==> src/include/pcm_pkg.sv <==
// package: register map, field positions, reset values and carriers of the port c/d/e mux
package pcm_pkg;

  // ****************************************
  // register byte addresses
  // ****************************************
  localparam logic [7:0] ADDR_PORT_C_CONFIG   = 8'h00;
  localparam logic [7:0] ADDR_PORT_E_CONFIG   = 8'h04;
  localparam logic [7:0] ADDR_INTERFACE_CFG   = 8'h08;
  localparam logic [7:0] ADDR_ENDPOINT_FIFO   = 8'h0c;
  localparam logic [7:0] ADDR_PORT_C_DATA     = 8'h10;
  localparam logic [7:0] ADDR_PORT_C_DIR      = 8'h14;
  localparam logic [7:0] ADDR_PORT_D_DATA     = 8'h18;
  localparam logic [7:0] ADDR_PORT_D_DIR      = 8'h1c;
  localparam logic [7:0] ADDR_PORT_E_DATA     = 8'h20;
  localparam logic [7:0] ADDR_PORT_E_DIR      = 8'h24;
  localparam logic [7:0] ADDR_PIN_STATUS      = 8'h28;
  localparam logic [7:0] ADDR_TIMER2_CONTROL  = 8'h2c;

  // ****************************************
  // field positions
  // ****************************************
  localparam int PC_ALT_BIT       = 7;
  localparam int WORDWIDE_BIT     = 0;
  localparam int T2_EXT_EN_BIT    = 3;
  localparam int PE_T0_BIT        = 0;
  localparam int PE_T1_BIT        = 1;
  localparam int PE_T2_BIT        = 2;
  localparam int PE_RX0_BIT       = 3;
  localparam int PE_RX1_BIT       = 4;
  localparam int PE_IRQ6_BIT      = 5;
  localparam int PE_TIMER2_RELOAD_IN_BIT      = 6;
  localparam int PE_ADR8_BIT      = 7;

  // ****************************************
  // encodings and reset values
  // ****************************************
  localparam logic [1:0] IF_MODE_PORTS   = 2'h0;
  localparam logic [1:0] SERIAL_MODE_0   = 2'h0;
  localparam logic [7:0] RST_BYTE        = 8'h00;
  localparam logic [31:0] RST_WORD       = 32'h0000_0000;
  localparam logic [7:0] CORE_CLOCK_OUTPUT_CYCLES_DEF = 8'h01;

  // ****************************************
  // carriers
  // ****************************************
  typedef struct packed {
    logic [7:0] pc_cfg;
    logic [7:0] pe_cfg;
    logic [1:0] if_mode;
    logic       ep_wide;
    logic [7:0] timer2_control;
    logic       pc_dat;
    logic       pc_dir;
    logic [7:0] pd_dat;
    logic [7:0] pd_dir;
    logic [7:0] pe_dat;
    logic [7:0] pe_dir;
  } pcm_cfg_t;

  typedef struct packed {
    logic t0_full;
    logic t0_low;
    logic t0_split;
    logic t1_full;
    logic t1_low;
    logic t1_split;
    logic t2_ovf;
  } pcm_timer_ev_t;

  typedef struct packed {
    logic [1:0] mode;
    logic       data;
  } pcm_serial_t;

  typedef struct packed {
    logic [7:0] out;
    logic [7:0] oe_n;
  } pcm_pin8_t;

  typedef struct packed {
    logic prev;
    logic pulse;
  } pcm_edge_t;

endpackage : pcm_pkg

==> src/design/pcm_port_mux.sv <==
// port c7, port d and port e alternate-function mux with apb register access
//
// The implementer's own choices: the placing of the registers and the APB interface to the registers.
`timescale 1ns/1ps

// How it works
// - pc_cfg bit 7 picks port bit or waveform address bit 7 on pin c7.
// - port d carries upper bus byte only with bus mode and word-wide set.
// - pe_cfg bit n picks port or alternate function for port e pin n.
// - timer 0 overflow gives one high core-clock-output cycle, active high.
// - in split mode timer 0 output pulses on low-byte overflow.
// - timer 1 output likewise, low-byte overflow in split mode.
// - timer 2 output high one clock per overflow, low otherwise.
// - serial 0 echo shows data only in mode 0, else held at one.
// - serial 1 echo shows data in mode 0, high in modes 1 to 3.
// - interrupt 6 input is rising-edge detected; board drives low-to-high.
// - falling edge on timer 2 reload input reloads timer 2.
// - reload input ignored unless timer 2 external-enable bit set.
// - pin e7 alternate outputs waveform address bit 8.
module pcm_port_mux #(
  parameter logic [7:0] CORE_CLOCK_OUTPUT_CYCLES = pcm_pkg::CORE_CLOCK_OUTPUT_CYCLES_DEF
) (
  input  wire logic                  pclk,
  input  wire logic                  presetn,
  input  wire logic                  psel,
  input  wire logic                  penable,
  input  wire logic                  pwrite,
  input  wire logic [7:0]            paddr,
  input  wire logic [31:0]           pwdata,
  output logic      [31:0]           prdata,
  output logic                       pready,
  output logic                       pslverr,
  input  wire pcm_pkg::pcm_timer_ev_t timer_ev,
  input  wire pcm_pkg::pcm_serial_t  serial_port0,
  input  wire pcm_pkg::pcm_serial_t  serial_port1,
  input  wire logic                  wave_addr_bit7,
  input  wire logic                  wave_addr_bit8,
  input  wire logic [7:0]            bus_data_hi_out,
  input  wire logic                  bus_data_hi_oe,
  output logic      [7:0]            bus_data_hi_in,
  output logic                       ext_irq6_pulse,
  output logic                       timer2_reload_pulse,
  input  wire logic                  pc7_in,
  output logic                       pc7_out,
  output logic                       pc7_oe_n,
  input  wire logic [7:0]            pd_in,
  output logic      [7:0]            pd_out,
  output logic      [7:0]            pd_oe_n,
  input  wire logic [7:0]            pe_in,
  output logic      [7:0]            pe_out,
  output logic      [7:0]            pe_oe_n
);

  // ****************************************
  // state
  // ****************************************
  typedef struct packed {
    pcm_pkg::pcm_cfg_t  cfg;
    logic               pc7_out;
    logic               pc7_oe_n;
    pcm_pkg::pcm_pin8_t pd;
    pcm_pkg::pcm_pin8_t pe;
    logic [7:0]         t0_cnt;
    logic [7:0]         t1_cnt;
    logic               t2_out;
    logic               rx0_out;
    logic               rx1_out;
    logic [31:0]        rdata;
  } pcm_state_t;

  pcm_state_t st_ff;
  pcm_state_t nxt_st;

  // returns {out, oe_n}; oe_n low while the pin is driven
  function automatic logic [1:0] pcm_pin_sel(
    input logic sel,
    input logic alt_val,
    input logic alt_drive,
    input logic dat,
    input logic dir
  );
    if (sel) begin
      pcm_pin_sel = {alt_val & alt_drive, ~alt_drive};
    end else begin
      pcm_pin_sel = {dat, ~dir};
    end
  endfunction : pcm_pin_sel

  // stretches an overflow strobe to one core-clock-output cycle
  function automatic logic [7:0] pcm_stretch(
    input logic       ev,
    input logic [7:0] cnt
  );
    if (ev) begin
      pcm_stretch = CORE_CLOCK_OUTPUT_CYCLES;
    end else if (cnt != 8'h00) begin
      pcm_stretch = cnt - 8'h01;
    end else begin
      pcm_stretch = 8'h00;
    end
  endfunction : pcm_stretch

  logic       acc_wr;
  logic       setup_rd;
  logic       mapped;
  logic       bus_hi_sel;
  logic       t0_ev;
  logic       t1_ev;
  logic [7:0] alt_val;
  logic [7:0] alt_drive;
  logic [1:0] pin_bits;
  logic [7:0] wd;

  assign wd       = pwdata[7:0];
  assign acc_wr   = psel && penable && pwrite && mapped;
  assign setup_rd = psel && !penable && !pwrite;

  // ****************************************
  // address decode
  // ****************************************
  always_comb begin
    if (paddr == pcm_pkg::ADDR_PORT_C_CONFIG) begin
      mapped = 1'b1;
    end else if (paddr == pcm_pkg::ADDR_PORT_E_CONFIG) begin
      mapped = 1'b1;
    end else if (paddr == pcm_pkg::ADDR_INTERFACE_CFG) begin
      mapped = 1'b1;
    end else if (paddr == pcm_pkg::ADDR_ENDPOINT_FIFO) begin
      mapped = 1'b1;
    end else if (paddr == pcm_pkg::ADDR_PORT_C_DATA) begin
      mapped = 1'b1;
    end else if (paddr == pcm_pkg::ADDR_PORT_C_DIR) begin
      mapped = 1'b1;
    end else if (paddr == pcm_pkg::ADDR_PORT_D_DATA) begin
      mapped = 1'b1;
    end else if (paddr == pcm_pkg::ADDR_PORT_D_DIR) begin
      mapped = 1'b1;
    end else if (paddr == pcm_pkg::ADDR_PORT_E_DATA) begin
      mapped = 1'b1;
    end else if (paddr == pcm_pkg::ADDR_PORT_E_DIR) begin
      mapped = 1'b1;
    end else if (paddr == pcm_pkg::ADDR_PIN_STATUS) begin
      mapped = 1'b1;
    end else if (paddr == pcm_pkg::ADDR_TIMER2_CONTROL) begin
      mapped = 1'b1;
    end else begin
      mapped = 1'b0;
    end
  end

  // ****************************************
  // next state
  // ****************************************
  always_comb begin
    nxt_st = st_ff;

    // register writes take effect at the access edge only
    if (acc_wr) begin
      if (paddr == pcm_pkg::ADDR_PORT_C_CONFIG) begin
        nxt_st.cfg.pc_cfg = wd;
      end else if (paddr == pcm_pkg::ADDR_PORT_E_CONFIG) begin
        nxt_st.cfg.pe_cfg = wd;
      end else if (paddr == pcm_pkg::ADDR_INTERFACE_CFG) begin
        nxt_st.cfg.if_mode = wd[1:0];
      end else if (paddr == pcm_pkg::ADDR_ENDPOINT_FIFO) begin
        nxt_st.cfg.ep_wide = wd[pcm_pkg::WORDWIDE_BIT];
      end else if (paddr == pcm_pkg::ADDR_PORT_C_DATA) begin
        nxt_st.cfg.pc_dat = wd[pcm_pkg::PC_ALT_BIT];
      end else if (paddr == pcm_pkg::ADDR_PORT_C_DIR) begin
        nxt_st.cfg.pc_dir = wd[pcm_pkg::PC_ALT_BIT];
      end else if (paddr == pcm_pkg::ADDR_PORT_D_DATA) begin
        nxt_st.cfg.pd_dat = wd;
      end else if (paddr == pcm_pkg::ADDR_PORT_D_DIR) begin
        nxt_st.cfg.pd_dir = wd;
      end else if (paddr == pcm_pkg::ADDR_PORT_E_DATA) begin
        nxt_st.cfg.pe_dat = wd;
      end else if (paddr == pcm_pkg::ADDR_PORT_E_DIR) begin
        nxt_st.cfg.pe_dir = wd;
      end else if (paddr == pcm_pkg::ADDR_TIMER2_CONTROL) begin
        nxt_st.cfg.timer2_control = wd;
      end
    end

    // read data is captured in the setup cycle so it leaves a flop
    if (setup_rd) begin
      if (paddr == pcm_pkg::ADDR_PORT_C_CONFIG) begin
        nxt_st.rdata = {24'h00_0000, st_ff.cfg.pc_cfg};
      end else if (paddr == pcm_pkg::ADDR_PORT_E_CONFIG) begin
        nxt_st.rdata = {24'h00_0000, st_ff.cfg.pe_cfg};
      end else if (paddr == pcm_pkg::ADDR_INTERFACE_CFG) begin
        nxt_st.rdata = {30'h0000_0000, st_ff.cfg.if_mode};
      end else if (paddr == pcm_pkg::ADDR_ENDPOINT_FIFO) begin
        nxt_st.rdata = {31'h0000_0000, st_ff.cfg.ep_wide};
      end else if (paddr == pcm_pkg::ADDR_PORT_C_DATA) begin
        nxt_st.rdata = {24'h00_0000, st_ff.cfg.pc_dat, 7'h00};
      end else if (paddr == pcm_pkg::ADDR_PORT_C_DIR) begin
        nxt_st.rdata = {24'h00_0000, st_ff.cfg.pc_dir, 7'h00};
      end else if (paddr == pcm_pkg::ADDR_PORT_D_DATA) begin
        nxt_st.rdata = {24'h00_0000, st_ff.cfg.pd_dat};
      end else if (paddr == pcm_pkg::ADDR_PORT_D_DIR) begin
        nxt_st.rdata = {24'h00_0000, st_ff.cfg.pd_dir};
      end else if (paddr == pcm_pkg::ADDR_PORT_E_DATA) begin
        nxt_st.rdata = {24'h00_0000, st_ff.cfg.pe_dat};
      end else if (paddr == pcm_pkg::ADDR_PORT_E_DIR) begin
        nxt_st.rdata = {24'h00_0000, st_ff.cfg.pe_dir};
      end else if (paddr == pcm_pkg::ADDR_PIN_STATUS) begin
        nxt_st.rdata = {15'h0000, pc7_in, pe_in, pd_in};
      end else if (paddr == pcm_pkg::ADDR_TIMER2_CONTROL) begin
        nxt_st.rdata = {24'h00_0000, st_ff.cfg.timer2_control};
      end else begin
        nxt_st.rdata = pcm_pkg::RST_WORD;
      end
    end

    // timer outputs: split mode watches the low-byte counter
    t0_ev = timer_ev.t0_split ? timer_ev.t0_low : timer_ev.t0_full;
    t1_ev = timer_ev.t1_split ? timer_ev.t1_low : timer_ev.t1_full;
    nxt_st.t0_cnt  = pcm_stretch(t0_ev, st_ff.t0_cnt);
    nxt_st.t1_cnt  = pcm_stretch(t1_ev, st_ff.t1_cnt);
    nxt_st.t2_out  = timer_ev.t2_ovf;

    // echo outputs idle high outside synchronous mode 0
    nxt_st.rx0_out = (serial_port0.mode == pcm_pkg::SERIAL_MODE_0) ?
                     serial_port0.data : 1'b1;
    nxt_st.rx1_out = (serial_port1.mode == pcm_pkg::SERIAL_MODE_0) ?
                     serial_port1.data : 1'b1;

    // port c pin 7
    pin_bits = pcm_pin_sel(st_ff.cfg.pc_cfg[pcm_pkg::PC_ALT_BIT], wave_addr_bit7, 1'b1,
                           st_ff.cfg.pc_dat, st_ff.cfg.pc_dir);
    nxt_st.pc7_out  = pin_bits[1];
    nxt_st.pc7_oe_n = pin_bits[0];

    // port d: upper bus byte needs both bus mode and word-wide
    bus_hi_sel = (st_ff.cfg.if_mode != pcm_pkg::IF_MODE_PORTS) && st_ff.cfg.ep_wide;
    for (int i = 0; i < 8; i++) begin
      pin_bits = pcm_pin_sel(bus_hi_sel, bus_data_hi_out[i], bus_data_hi_oe,
                             st_ff.cfg.pd_dat[i], st_ff.cfg.pd_dir[i]);
      nxt_st.pd.out[i]  = pin_bits[1];
      nxt_st.pd.oe_n[i] = pin_bits[0];
    end

    // port e: irq6 and reload are inputs, so their pins are released
    alt_val   = {wave_addr_bit8, 2'h0, nxt_st.rx1_out, nxt_st.rx0_out, nxt_st.t2_out,
                 (nxt_st.t1_cnt != 8'h00), (nxt_st.t0_cnt != 8'h00)};
    alt_drive = 8'h9f;
    for (int i = 0; i < 8; i++) begin
      pin_bits = pcm_pin_sel(st_ff.cfg.pe_cfg[i], alt_val[i], alt_drive[i],
                             st_ff.cfg.pe_dat[i], st_ff.cfg.pe_dir[i]);
      nxt_st.pe.out[i]  = pin_bits[1];
      nxt_st.pe.oe_n[i] = pin_bits[0];
    end
  end

  // ****************************************
  // registers
  // ****************************************
  always_ff @(posedge pclk or negedge presetn) begin
    if (!presetn) begin
      // all pins come up as port inputs, alternates deselected
      st_ff.cfg      <= '0;
      st_ff.pc7_out  <= 1'b0;
      st_ff.pc7_oe_n <= 1'b1;
      st_ff.pd.out   <= pcm_pkg::RST_BYTE;
      st_ff.pd.oe_n  <= ~pcm_pkg::RST_BYTE;
      st_ff.pe.out   <= pcm_pkg::RST_BYTE;
      st_ff.pe.oe_n  <= ~pcm_pkg::RST_BYTE;
      st_ff.t0_cnt   <= pcm_pkg::RST_BYTE;
      st_ff.t1_cnt   <= pcm_pkg::RST_BYTE;
      st_ff.t2_out   <= 1'b0;
      st_ff.rx0_out  <= 1'b1;
      st_ff.rx1_out  <= 1'b1;
      st_ff.rdata    <= pcm_pkg::RST_WORD;
    end else begin
      st_ff <= nxt_st;
    end
  end

  // ****************************************
  // edge inputs
  // ****************************************
  pcm_edge_det #(.RISE(1'b1)) u_irq6 (
    .pclk    (pclk),
    .presetn (presetn),
    .sig_in  (pe_in[pcm_pkg::PE_IRQ6_BIT]),
    .enable  (st_ff.cfg.pe_cfg[pcm_pkg::PE_IRQ6_BIT]),
    .pulse   (ext_irq6_pulse)
  );

  pcm_edge_det #(.RISE(1'b0)) u_timer2_reload_in (
    .pclk    (pclk),
    .presetn (presetn),
    .sig_in  (pe_in[pcm_pkg::PE_TIMER2_RELOAD_IN_BIT]),
    .enable  (st_ff.cfg.pe_cfg[pcm_pkg::PE_TIMER2_RELOAD_IN_BIT] &&
              st_ff.cfg.timer2_control[pcm_pkg::T2_EXT_EN_BIT]),
    .pulse   (timer2_reload_pulse)
  );

  assign pready         = 1'b1;
  assign pslverr        = psel && penable && !mapped;
  assign prdata         = st_ff.rdata;
  assign bus_data_hi_in = pd_in;
  assign pc7_out        = st_ff.pc7_out;
  assign pc7_oe_n       = st_ff.pc7_oe_n;
  assign pd_out         = st_ff.pd.out;
  assign pd_oe_n        = st_ff.pd.oe_n;
  assign pe_out         = st_ff.pe.out;
  assign pe_oe_n        = st_ff.pe.oe_n;

  // ****************************************
  // assertions
  // ****************************************
  property p_pc7_alt;
    @(posedge pclk) disable iff (!presetn)
      st_ff.cfg.pc_cfg[pcm_pkg::PC_ALT_BIT] |=> (pc7_out == $past(wave_addr_bit7)) && !pc7_oe_n;
  endproperty
  a_pc7_alt: assert property (p_pc7_alt) else $error("pc7 not address bit");

  property p_pd_bus;
    @(posedge pclk) disable iff (!presetn)
      (st_ff.cfg.if_mode != pcm_pkg::IF_MODE_PORTS && st_ff.cfg.ep_wide && bus_data_hi_oe)
      |=> (pd_out == $past(bus_data_hi_out)) && (pd_oe_n == 8'h00);
  endproperty
  a_pd_bus: assert property (p_pd_bus) else $error("port d not bus");

  property p_pd_port;
    @(posedge pclk) disable iff (!presetn)
      !st_ff.cfg.ep_wide |=> (pd_out == $past(st_ff.cfg.pd_dat)) &&
                             (pd_oe_n == ~$past(st_ff.cfg.pd_dir));
  endproperty
  a_pd_port: assert property (p_pd_port) else $error("port d not port");

  property p_pe7_alt;
    @(posedge pclk) disable iff (!presetn)
      st_ff.cfg.pe_cfg[pcm_pkg::PE_ADR8_BIT]
      |=> (pe_out[7] == $past(wave_addr_bit8)) && !pe_oe_n[7];
  endproperty
  a_pe7_alt: assert property (p_pe7_alt) else $error("pe7 not address bit 8");

  property p_t0_split;
    @(posedge pclk) disable iff (!presetn)
      (timer_ev.t0_split && timer_ev.t0_low) |=> (st_ff.t0_cnt == CORE_CLOCK_OUTPUT_CYCLES);
  endproperty
  a_t0_split: assert property (p_t0_split) else $error("split overflow lost");

  property p_t0_pulse;
    @(posedge pclk) disable iff (!presetn)
      (st_ff.cfg.pe_cfg[0] && $past(st_ff.cfg.pe_cfg[0]) && st_ff.t0_cnt == 8'h00 && !t0_ev)
      |=> !pe_out[0];
  endproperty
  a_t0_pulse: assert property (p_t0_pulse) else $error("timer0 out stuck high");

  property p_t2_out;
    @(posedge pclk) disable iff (!presetn)
      st_ff.cfg.pe_cfg[pcm_pkg::PE_T2_BIT] |=> (pe_out[2] == $past(timer_ev.t2_ovf));
  endproperty
  a_t2_out: assert property (p_t2_out) else $error("timer2 out wrong");

  property p_rx_idle;
    @(posedge pclk) disable iff (!presetn)
      (serial_port0.mode != pcm_pkg::SERIAL_MODE_0 && serial_port1.mode != pcm_pkg::SERIAL_MODE_0)
      |=> st_ff.rx0_out && st_ff.rx1_out;
  endproperty
  a_rx_idle: assert property (p_rx_idle) else $error("echo not high");

  property p_pe_input;
    @(posedge pclk) disable iff (!presetn)
      st_ff.cfg.pe_cfg[pcm_pkg::PE_IRQ6_BIT] |=> pe_oe_n[pcm_pkg::PE_IRQ6_BIT];
  endproperty
  a_pe_input: assert property (p_pe_input) else $error("irq6 pin driven");

endmodule : pcm_port_mux

==> src/design/pcm_edge_det.sv <==
// edge detector: one-cycle registered pulse on a chosen edge of a synchronous input
`timescale 1ns/1ps
module pcm_edge_det #(
  parameter bit RISE = 1'b1
) (
  input  wire logic pclk,
  input  wire logic presetn,
  input  wire logic sig_in,
  input  wire logic enable,
  output logic      pulse
);

  pcm_pkg::pcm_edge_t st_ff;
  pcm_pkg::pcm_edge_t nxt_st;

  always_comb begin
    nxt_st.prev  = sig_in;
    // level alone never fires, only a change while enabled
    nxt_st.pulse = enable && (RISE ? (sig_in && !st_ff.prev) : (!sig_in && st_ff.prev));
  end

  // prev resets to the level that cannot start an edge, so reset release never fires
  always_ff @(posedge pclk or negedge presetn) begin
    if (!presetn) begin
      st_ff.prev  <= RISE ? 1'b1 : 1'b0;
      st_ff.pulse <= 1'b0;
    end else begin
      st_ff <= nxt_st;
    end
  end

  assign pulse = st_ff.pulse;

  // ****************************************
  // assertions
  // ****************************************
  property p_edge_fires;
    @(posedge pclk) disable iff (!presetn)
      (enable && (RISE ? (sig_in && !st_ff.prev) : (!sig_in && st_ff.prev))) |=> pulse;
  endproperty
  a_edge_fires: assert property (p_edge_fires) else $error("edge missed");

  property p_edge_gated;
    @(posedge pclk) disable iff (!presetn)
      !enable |=> !pulse;
  endproperty
  a_edge_gated: assert property (p_edge_gated) else $error("pulse while disabled");

  property p_edge_level;
    @(posedge pclk) disable iff (!presetn)
      ($stable(sig_in) && $past(presetn)) |=> !pulse;
  endproperty
  a_edge_level: assert property (p_edge_level) else $error("pulse without edge");

endmodule : pcm_edge_det

==> config.mk <==
export PLATFORM = sky130hd
export DESIGN_NAME = pcm_port_mux
export DESIGN_NICKNAME = d
export VERILOG_FILES = /design/src/include/pcm_pkg.sv /design/src/design/pcm_port_mux.sv /design/src/design/pcm_edge_det.sv
export SDC_FILE = /design/constraint.sdc
export NUM_CORES = 1
export LEC_CHECK = 0
export CORE_MARGIN = 2
export CORE_UTILIZATION = 45
export CTS_CLUSTER_SIZE = 24
export DETAILED_ROUTE_END_ITERATION = 12
export DONT_BUFFER_PORTS = 1
export GPL_TIMING_DRIVEN = 0
export SETUP_SLACK_MARGIN = 0.15
export SLEW_MARGIN = 5
export SYNTH_ARGS = -nofsm -noshare
export SYNTH_HDL_FRONTEND = slang
export SYNTH_SLANG_ARGS = --single-unit
==> constraint.sdc <==
create_clock -name pclk -period 2.4 [get_ports pclk]
set_clock_uncertainty 0.1 [all_clocks]
set_input_delay 0.36 -clock pclk [delete_from_list [all_inputs] [get_ports pclk]]
set_output_delay 0.36 -clock pclk [all_outputs]
set_load 0.02 [all_outputs]
# Yosys cells after proc, flatten, opt, wreduce, memory -nomap -nowiden
# Cells that the tools add are included.
# word_totals
reg_bits	147
input_bits	86
output_inout_bits	78
wordCells	158
# classes
add_sub_neg	2
n_eq_ne	11
n_mux	49
bitwise	36
reduce_logical	36
# ops
op	count
$mux W17	11
$mux W8	5
$mux W2	17
$eq A8 B5 Y1 const B	4
$eq A8 B6 Y1 const B	4
$reduce_bool A8 Y1	4
$not A1 Y1	28
$eq A8 B4 Y1 const B	2
$mux W1	16
$sub A8 B1 Y8 const B	2
$logic_and A1 B1 Y1	12
$reduce_and A12 Y1	1
$reduce_and A11 Y1	1
$reduce_and A10 Y1	1
$reduce_and A9 Y1	1
$and A1 B1 Y1	8
$eq A8 B3 Y1 const B	1
$logic_not A8 Y1	1
$reduce_and A8 Y1	1
$reduce_and A7 Y1	1
$reduce_and A6 Y1	1
$logic_not A1 Y1	5
$reduce_and A5 Y1	1
$logic_not A2 Y1	2
other kinds (4)	4

# Longest topological paths before layout
# Gate-level depths: netlist (run 1).
# logic_depth
depth_word	15
mapped_depth	8
depth_no_buf	7

# Cells and area by module
# Synthesis (run 1) repeated with hierarchy kept, for this count alone.
# hier_totals
hier_cells	596
hier_area_um2	6510.0
# by_module_without_submodules
mod	n_inst	cells_each	area_each_um2	seq_area_each_um2
pcm_port_mux	1	590	6391.1	3224.3
pcm_edge_det (u_irq6)	1	3	60.1	51.3
pcm_edge_det (u_timer2_reload_in)	1	3	58.8	50.0

# Least setup slack after synthesis (run 1)
# Ideal clock, no wire load.
# synth_timing
kind	in2reg
from	input port paddr[1]
to	register st_ff[109] (netlist bit)
setup_time_ps	125
t_arrival_ps	2272
path_slack_ps	-97
path_stages	7
path_buffers	3
path_cell_list	or4_4 > buf_6 > or3_1 > buf_6 > or3_1 > buf_6 > mux2_4
# synth_between
elab_chain_len	15
word_cells_on_any_way	32
cone_classes	eq/ne: 11; mux: 12; bitwise: 6; reduce/logical: 3
# synth_lines
element	line_no	source
start, declared	pcm_port_mux.sv:28	input wire logic [7:0] paddr,
$eq A8 B6 Y1	pcm_port_mux.sv:144	end else if (paddr == pcm_pkg::ADDR_TIMER2_CONTROL) begin
$mux W1	pcm_port_mux.sv:144	
$mux W1	pcm_port_mux.sv:142	end else if (paddr == pcm_pkg::ADDR_PIN_STATUS) begin
$mux W1	pcm_port_mux.sv:140	end else if (paddr == pcm_pkg::ADDR_PORT_E_DIR) begin
$mux W1	pcm_port_mux.sv:138	end else if (paddr == pcm_pkg::ADDR_PORT_E_DATA) begin
$mux W1	pcm_port_mux.sv:136	end else if (paddr == pcm_pkg::ADDR_PORT_D_DIR) begin
$mux W1	pcm_port_mux.sv:134	end else if (paddr == pcm_pkg::ADDR_PORT_D_DATA) begin
$mux W1	pcm_port_mux.sv:132	end else if (paddr == pcm_pkg::ADDR_PORT_C_DIR) begin
$mux W1	pcm_port_mux.sv:130	end else if (paddr == pcm_pkg::ADDR_PORT_C_DATA) begin
$mux W1	pcm_port_mux.sv:128	end else if (paddr == pcm_pkg::ADDR_ENDPOINT_FIFO) begin
$mux W1	pcm_port_mux.sv:126	end else if (paddr == pcm_pkg::ADDR_INTERFACE_CFG) begin
$mux W1	pcm_port_mux.sv:124	end else if (paddr == pcm_pkg::ADDR_PORT_E_CONFIG) begin
$mux W1	pcm_port_mux.sv:122	if (paddr == pcm_pkg::ADDR_PORT_C_CONFIG) begin
$logic_and A1 B1 Y1	pcm_port_mux.sv:115	assign acc_wr = psel && penable && pwrite && mapped;
$reduce_and A8 Y1 (no source line) (*)	n/a	
end signal, assigned	pcm_port_mux.sv:275	st_ff <= nxt_st;
end, declared	pcm_port_mux.sv:71	pcm_state_t st_ff;
# Every way passes the cells marked *; elsewhere a longest branch is shown, timed or not.
# A chain may end at the register's enable or synchronous reset.

# Final worst setup path (run 1)
# layout_timing
from	input port paddr[5]
to	output port pslverr
# layout_between
elab_chain_len	15
word_cells_on_any_way	26
cone_classes	eq/ne: 11; mux: 12; reduce/logical: 3
# layout_lines
element	line_no	source
$eq A8 B6 Y1	pcm_port_mux.sv:144	
$mux W1	pcm_port_mux.sv:144	
$mux W1	pcm_port_mux.sv:142	
$mux W1	pcm_port_mux.sv:140	
$mux W1	pcm_port_mux.sv:138	
$mux W1	pcm_port_mux.sv:136	
$mux W1	pcm_port_mux.sv:134	
$mux W1	pcm_port_mux.sv:132	
$mux W1	pcm_port_mux.sv:130	
$mux W1	pcm_port_mux.sv:128	
$mux W1	pcm_port_mux.sv:126	
$mux W1	pcm_port_mux.sv:124	
$mux W1 (*)	pcm_port_mux.sv:122	
$logic_not A1 Y1 (*)	pcm_port_mux.sv:300	assign pslverr = psel && penable && !mapped;
$logic_and A1 B1 Y1 (*)	pcm_port_mux.sv:300	
end, declared	pcm_port_mux.sv:32	output logic pslverr,
# Marked as above.

==> impl_metrics.toml, run 1 <==
[detailed_routing]
via_per_inst = 5.39
vias = 4545
drt_first_pass_iters = 4
drtIter0Drc = 318
routed_wl_mm = 15.8
drcViolationCount = 0
avgRoutedWirePerCell_um = 18.7
ant_nets = 0

[finish]
antenna_cells = 0
final_nets = 736
final_common_cell = "dfrtp_1"
instances_no_fill = 843
fillCellCount = 1251
layout-drive-gt1-share = 0.334
layout_common_cells = "dfrtp_1 (114), buf_4 (79), mux2_2 (50)"
area_growth_pct = 20.2
finalInstanceArea_um2 = 7880

[sta]
period_minus_slack_ns = 2.17
max_freq_mhz = 461
fin_crit_sh = 0.904
setup_ws_ns = 0.231
hold_viol = 132
setup-violations-final = 0
holdWs_ns = -0.457
rsz0062_at_grt = "false"
worst_slew_pin_slew_ns = 0.935
slew_violations = 0
timing.slew.headroom = 0.376

[placed_design]
dp_slack_ns = -0.594
placedCellCount = 777
dpl.hpwl_mm = 10.8
gp_congestion = 0.898
place_area_um2 = 6890
port_buffers = 0

[floorplan]
start_util = 0.456
placementRows = 44
die_area_um2 = 15600
die_y_um = 125
coreArea_um2 = 14400
io_pins = 164
die_w_um = 125

[synth]
muxShareOfSynthArea = 0.151
synth_area_um2 = 6560
async_flop_share = 1.00
synth_top_family_by_area = "multiplexers"
synthTopCellsByArea = "dfrtp_1 (44%), mux2_2 (11%), buf_4 (8.4%)"
synthAdderAreaFrac = 0.00763
yosysTopAreaCellShare = 0.435
synth_xor_area_frac = 0.0134
synth_edf_count = 0
avgSynthCellArea_um2 = 11.3
yosys_warnings = 0
synth_compound_area_frac = 0.0889
synthCells = 579
synth-simple-area-share = 0.125
synth_seq_cells = 132
ys_types = 62
synth_top_area_cell = "dfrtp_1"
synth_seq_area_share = 0.507
synthFlopType = "dfrtp_1"

[worst_setup_path]
critPathCaptureType = "output pin"
cp_max_fo = 10
startpoint_type = "primary input"
crit_slowest_cell = "clkbuf_1"
cp.required_ns = 1.94
path_common_cell = "clkbuf_1"
crit_chain = "clkbuf_1, clkbuf_1, a21oi_1, nor2_1"
crit_arrival_ns = 1.71
cpPeakStageDelay_ns = 0.48
critical_path_class = "primary input to output pin"

[global_route]
antenna_found_initial = 0
grt.overflow.total = 0
grt_usage = 0.208
grt_pass1_vias = 4636
grt_pass1_wl_mm = 25.2
grt_max_degree = 133

[outcome]
outcome = "finished, violations left"
violations = "negative hold slack"

[cts]
cts_root_buffer = "clkbuf_16"
path_clk_slew_ns = 0.05
cts_tree = "yes"
clkSinkCount = 132
clockBufferDepth = 2
htreeDepth = 4
clk_latency_ns = 0.42
cts_buffers = 17

[pwr]
swShare = 0.263
comb_power_share = 0.153
p_seq_frac = 0.403
p_switching_mw = 1.66
p_int_mw = 4.66
power.density_nw_per_um2 = 801
peakVddDrop_v = 0.000463
pwr-share-clk = 0.443
p_leak_nw = 3.70

[run]
maxCapViolations = 0

[worst_hold_path]
hold_path_class = "primary input to async pin"
-- state kept, by name (all words and copies together), names as in the netlist, 8 cells and up --
register / flops
prdata: 17
pd_out: 8
pe_oe_n: 8
pe_out: 8
st_ff: 77
pd_oe_n: 8
-- per-stage QoR --
stage	power (mW)	utilization	TNS [ns]	hold slack, ns
2_1_floorplan	3.30	-	-1.93	-0.0356
3_3_place_gp	3.45	0.480	-27.42	-0.0309
3_5_place_dp	3.49	0.480	-27.49	-0.0310
4_1_cts	6.36	0.547	0	-0.480
5_1_grt	6.60	0.549	0	-0.484
6_report	6.31	0.549	0	-0.457
-- cell usage after synthesis, types with 5 or more instances --
library cell  count
nand2_1          42
nor2b_1           7
or3_1             5
a21oi_1          23
inv_1             7
mux2_2           64
nor4_1            5
dfrtp_1         114
a211oi_1          6
clkbuf_1         19
o21ai_0          16
nor3_1           18
buf_4            73
a22o_1           11
nor2_1           45
mux2i_1           6
xnor2_1           6
nand2b_1          9
a22oi_1           6
dfstp_2          18
mux2_4            8
-- cells by family (layout without fill, tap and decap cells) --
logic type,Yosys count,count (layout)
multiplexers,82,82
XOR/XNOR,10,10
AND/OR/NAND/NOR,158,158
other,2,16
flip-flops,132,132
AO/OA/AOI/OAI,86,86
adder cells (fa/ha/maj),4,4
buffers and inverters,105,171
-- critical path, delay by kind of cell --
family	cells	cell delay, ns
AO/OA/AOI/OAI	1	0.18
buffers and inverters	2	0.82
AND/OR/NAND/NOR	1	0.35
-- worst paths after layout --
kind                                    start         end  slack, ns  cells after the start
setup / recovery                     paddr[5]     pslverr       0.23                      4
hold / removal                        presetn   st_ff[44]      -0.46                      0
setup reg to reg                    st_ff[38]   pe_out[1]       0.33                      4
hold reg to reg                    st_ff[117]    pc7_oe_n       0.31                      1
max in group asynchronous             presetn  pe_oe_n[5]       2.41                      0
min in group pclk          bus_data_hi_out[7]   pd_out[7]       0.02                      2
-- repair_timing --
action,4_1_cts,5_1_grt
gates resized for setup,3,5
buffers inserted,7,0
hold buffers,26,1
pin swaps,4,0
setup endpoints to repair,48,15
hold endpoints to repair,214,133
-- power groups by stage --
stage / Combinational, mW / Sequential (mW) / Clock [mW]
floorplan: 0.768 / 2.54 / 0
global placement: 0.877 / 2.57 / 0
detailed placement: 0.907 / 2.58 / 0
CTS: 0.966 / 2.54 / 2.85
global route: 1.07 / 2.57 / 2.97
finish: 0.968 / 2.55 / 2.80
-- final cells by class --
type	count	area, um2	share of cell area
plain buffers	98	672	0.0852
clock inverters	10	170	0.0216
inverters	7	26.3	0.00333
clock buffers	22	474	0.0602
flip-flops and latches	132	3330	0.422
well taps	184	230	0.0292
multi-input cells	356	2650	0.336
repair buffers	34	335	0.0425
-- layer usage --
| layer | vias up | routed length (um) | track usage |
|---|---|---|---|
| met4 | 0 | 265 | 0.0668 |
| li1 | 2091 | - | - |
| met1 | 2277 | 7090 | 0.276 |
| met2 | 158 | 7470 | 0.326 |
| met3 | 19 | 930 | 0.0644 |
| met5 | - | 0 | 0 |
Note: power is estimated with default switching activity, not from simulation.
==> run 2, diff against run 1 <==
- SYNTH_HIERARCHICAL: default -> 1
==> impl_metrics.toml, run 2 <==
[pwr]
power.density_nw_per_um2 = 793
p_leak_nw = 3.58
peakVddDrop_v = 0.000407
total_power_mw = 6.15

[worst_setup_path]
crit_arrival_ns = 2.42
crit_chain = "buf_2, nor4_1, nand2_1, nor2_4, mux2_2"
crit_buf_inv = 1
crit_slowest_cell = "nor4_1"
cp_max_fo = 10
critical_path_class = "primary input to register"
critPathCaptureType = "register"
cp.required_ns = 2.60
reg2reg_slack_ns = 0.49
path_delay_family = "simple AND/OR/NAND/NOR gates"
startpoint_type = "primary input"
cpPeakStageDelay_ns = 0.56

[detailed_routing]
vias = 4631
avgRoutedWirePerCell_um = 18.9
drtIter0Drc = 238
routed_wl_mm = 16.1
drt_first_pass_iters = 5
ant_nets = 0
drcViolationCount = 0
via_per_inst = 5.45

[global_route]
grt_usage = 0.214
grt_pass1_wl_mm = 25.5
grt_pass1_vias = 4651
grt.overflow.total = 0
grt_max_degree = 133
antenna_found_initial = 0

[cts]
clockBufferDepth = 2
cts_tree = "yes"
clkSinkCount = 132
clk_latency_ns = 0.42
cts_root_buffer = "clkbuf_16"
holdBufCountCts = 27
cts_buffers = 17
path_clk_slew_ns = 0.06
cts_setup_buffers = 0
htreeDepth = 4

[placed_design]
dpl.hpwl_mm = 11.0
gp_congestion = 0.895
place_area_um2 = 6810
port_buffers = 0

[sta]
timing.slew.headroom = 0.397
worst_slew_pin_slew_ns = 0.896
fin_crit_sh = 0.924
slew_violations = 0
max_freq_mhz = 451
setup_tns_ns = 0
period_minus_slack_ns = 2.22
setup-violations-final = 0
rsz0062_at_grt = "true"
hold_viol = 132
holdWs_ns = -0.467

[finish]
fillCellCount = 1246
antenna_cells = 0
largest_register_ffs = 77
seq_area_um2 = 3330
layout-drive-gt1-share = 0.317
final_nets = 746
largest-register = "st_ff"
finalInstanceArea_um2 = 7760
final_common_cell = "dfrtp_1"
area_growth_pct = 19.2
layout_common_cells = "dfrtp_1 (114), buf_4 (74), mux2_2 (64)"
multi_input_area_um2 = 2580

[synth]
synth_top_cells_by_count = "dfrtp_1 (114), buf_4 (74), mux2_2 (64)"
avgSynthCellArea_um2 = 10.9
synth_seq_cells = 132
synthMostInstantiatedCell = "dfrtp_1"
synth_seq_area_share = 0.511
synthTopCellsByArea = "dfrtp_1 (44%), mux2_2 (11%), buf_4 (8.5%)"
yosys_warnings = 6
yosysTopAreaCellShare = 0.438
synth_edf_count = 0
synthFlopType = "dfrtp_1"
synth_top_area_cell = "dfrtp_1"
async_flop_share = 1.00
synthCells = 596
ys_types = 61
synth_area_um2 = 6510

[floorplan]
start_util = 0.465
io_pins = 164
die_area_um2 = 15400
coreArea_um2 = 14000
placementRows = 43
die_w_um = 124
die_y_um = 124

[worst_hold_path]
hold_path_class = "primary input to async pin"

[outcome]
outcome = "finished, violations left"
violations = "negative hold slack"

[run]
maxCapViolations = 0
## run 2: cell count changes after synthesis, sizes merged, moves of 7 or more
cell	before	now
nand2b	9	2
nor3	21	13
o21ai	17	29
mux2	72	64
a21oi	23	45
inv	7	14
## run 2: layer usage
| metal | up-vias | wire (um) | track usage |
|---|---|---|---|
| met5 | - | 0 | 0 |
| met4 | 0 | 297 | 0.0714 |
| met3 | 24 | 1160 | 0.0726 |
| met2 | 180 | 7870 | 0.347 |
| met1 | 2280 | 6750 | 0.270 |
| li1 | 2147 | - | - |
## run 2: per-stage QoR
stage / setup slack, ns / instances / hold WS [ns] / util
finish: 0.183 / 849 / -0.467 / 0.555
global route: 0.115 / 849 / -0.492 / 0.555
CTS: 0.172 / 849 / -0.483 / 0.554
detailed placement: -0.415 / 790 / -0.0299 / 0.487
global placement: -0.379 / 790 / -0.0293 / 0.486
floorplan: 0.168 / 610 / -0.0356 / -
## run 2: logic make-up after synthesis
kind of cell | count (synthesis) | synth area share
fa+ha+maj | 4 | 0.00769
xor+xnor | 10 | 0.0135
mux | 72 | 0.127
compound gates | 113 | 0.108
buf+inv | 109 | 0.107
simple gates | 154 | 0.124
other cells | 2 | 0.00115
flops | 132 | 0.511
## run 2: what timing repair did
action                     in CTS  in global routing
hold endpoints to repair      215                132
resized for setup               2                  2
setup endpoints to repair      16                 27
## run 2: path summary, 6_finish.rpt
check	startpoint	endpoint	depth (start not counted)
worst max-delay path	paddr[4]	st_ff[133]	5
worst min-delay path	presetn	prdata[4]	0
worst max register to register	st_ff[39]	pe_out[1]	6
worst min register to register	st_ff[117]	pc7_oe_n	1
max in group asynchronous	presetn	pe_oe_n[6]	0
min in group pclk	bus_data_hi_out[3]	pd_out[3]	2
## run 2: final cells by class
cell class / count / share of cell area
flip-flops and latches: 132 / 0.429
multi-input cells: 369 / 0.332
plain buffers: 95 / 0.0834
clock buffers: 19 / 0.0584
repair buffers: 27 / 0.0348
well taps: 180 / 0.0290
clock inverters: 13 / 0.0265
inverters: 14 / 0.00677
## run 2: where the power goes
| group | internal, mW | switching, mW | leakage, nW | total (mW) |
|---|---|---|---|---|
| clock | 1.89 | 0.977 | 0.315 | 2.87 |
| sequential | 2.34 | 0.108 | 1.76 | 2.45 |
| combinational | 0.363 | 0.464 | 1.51 | 0.827 |
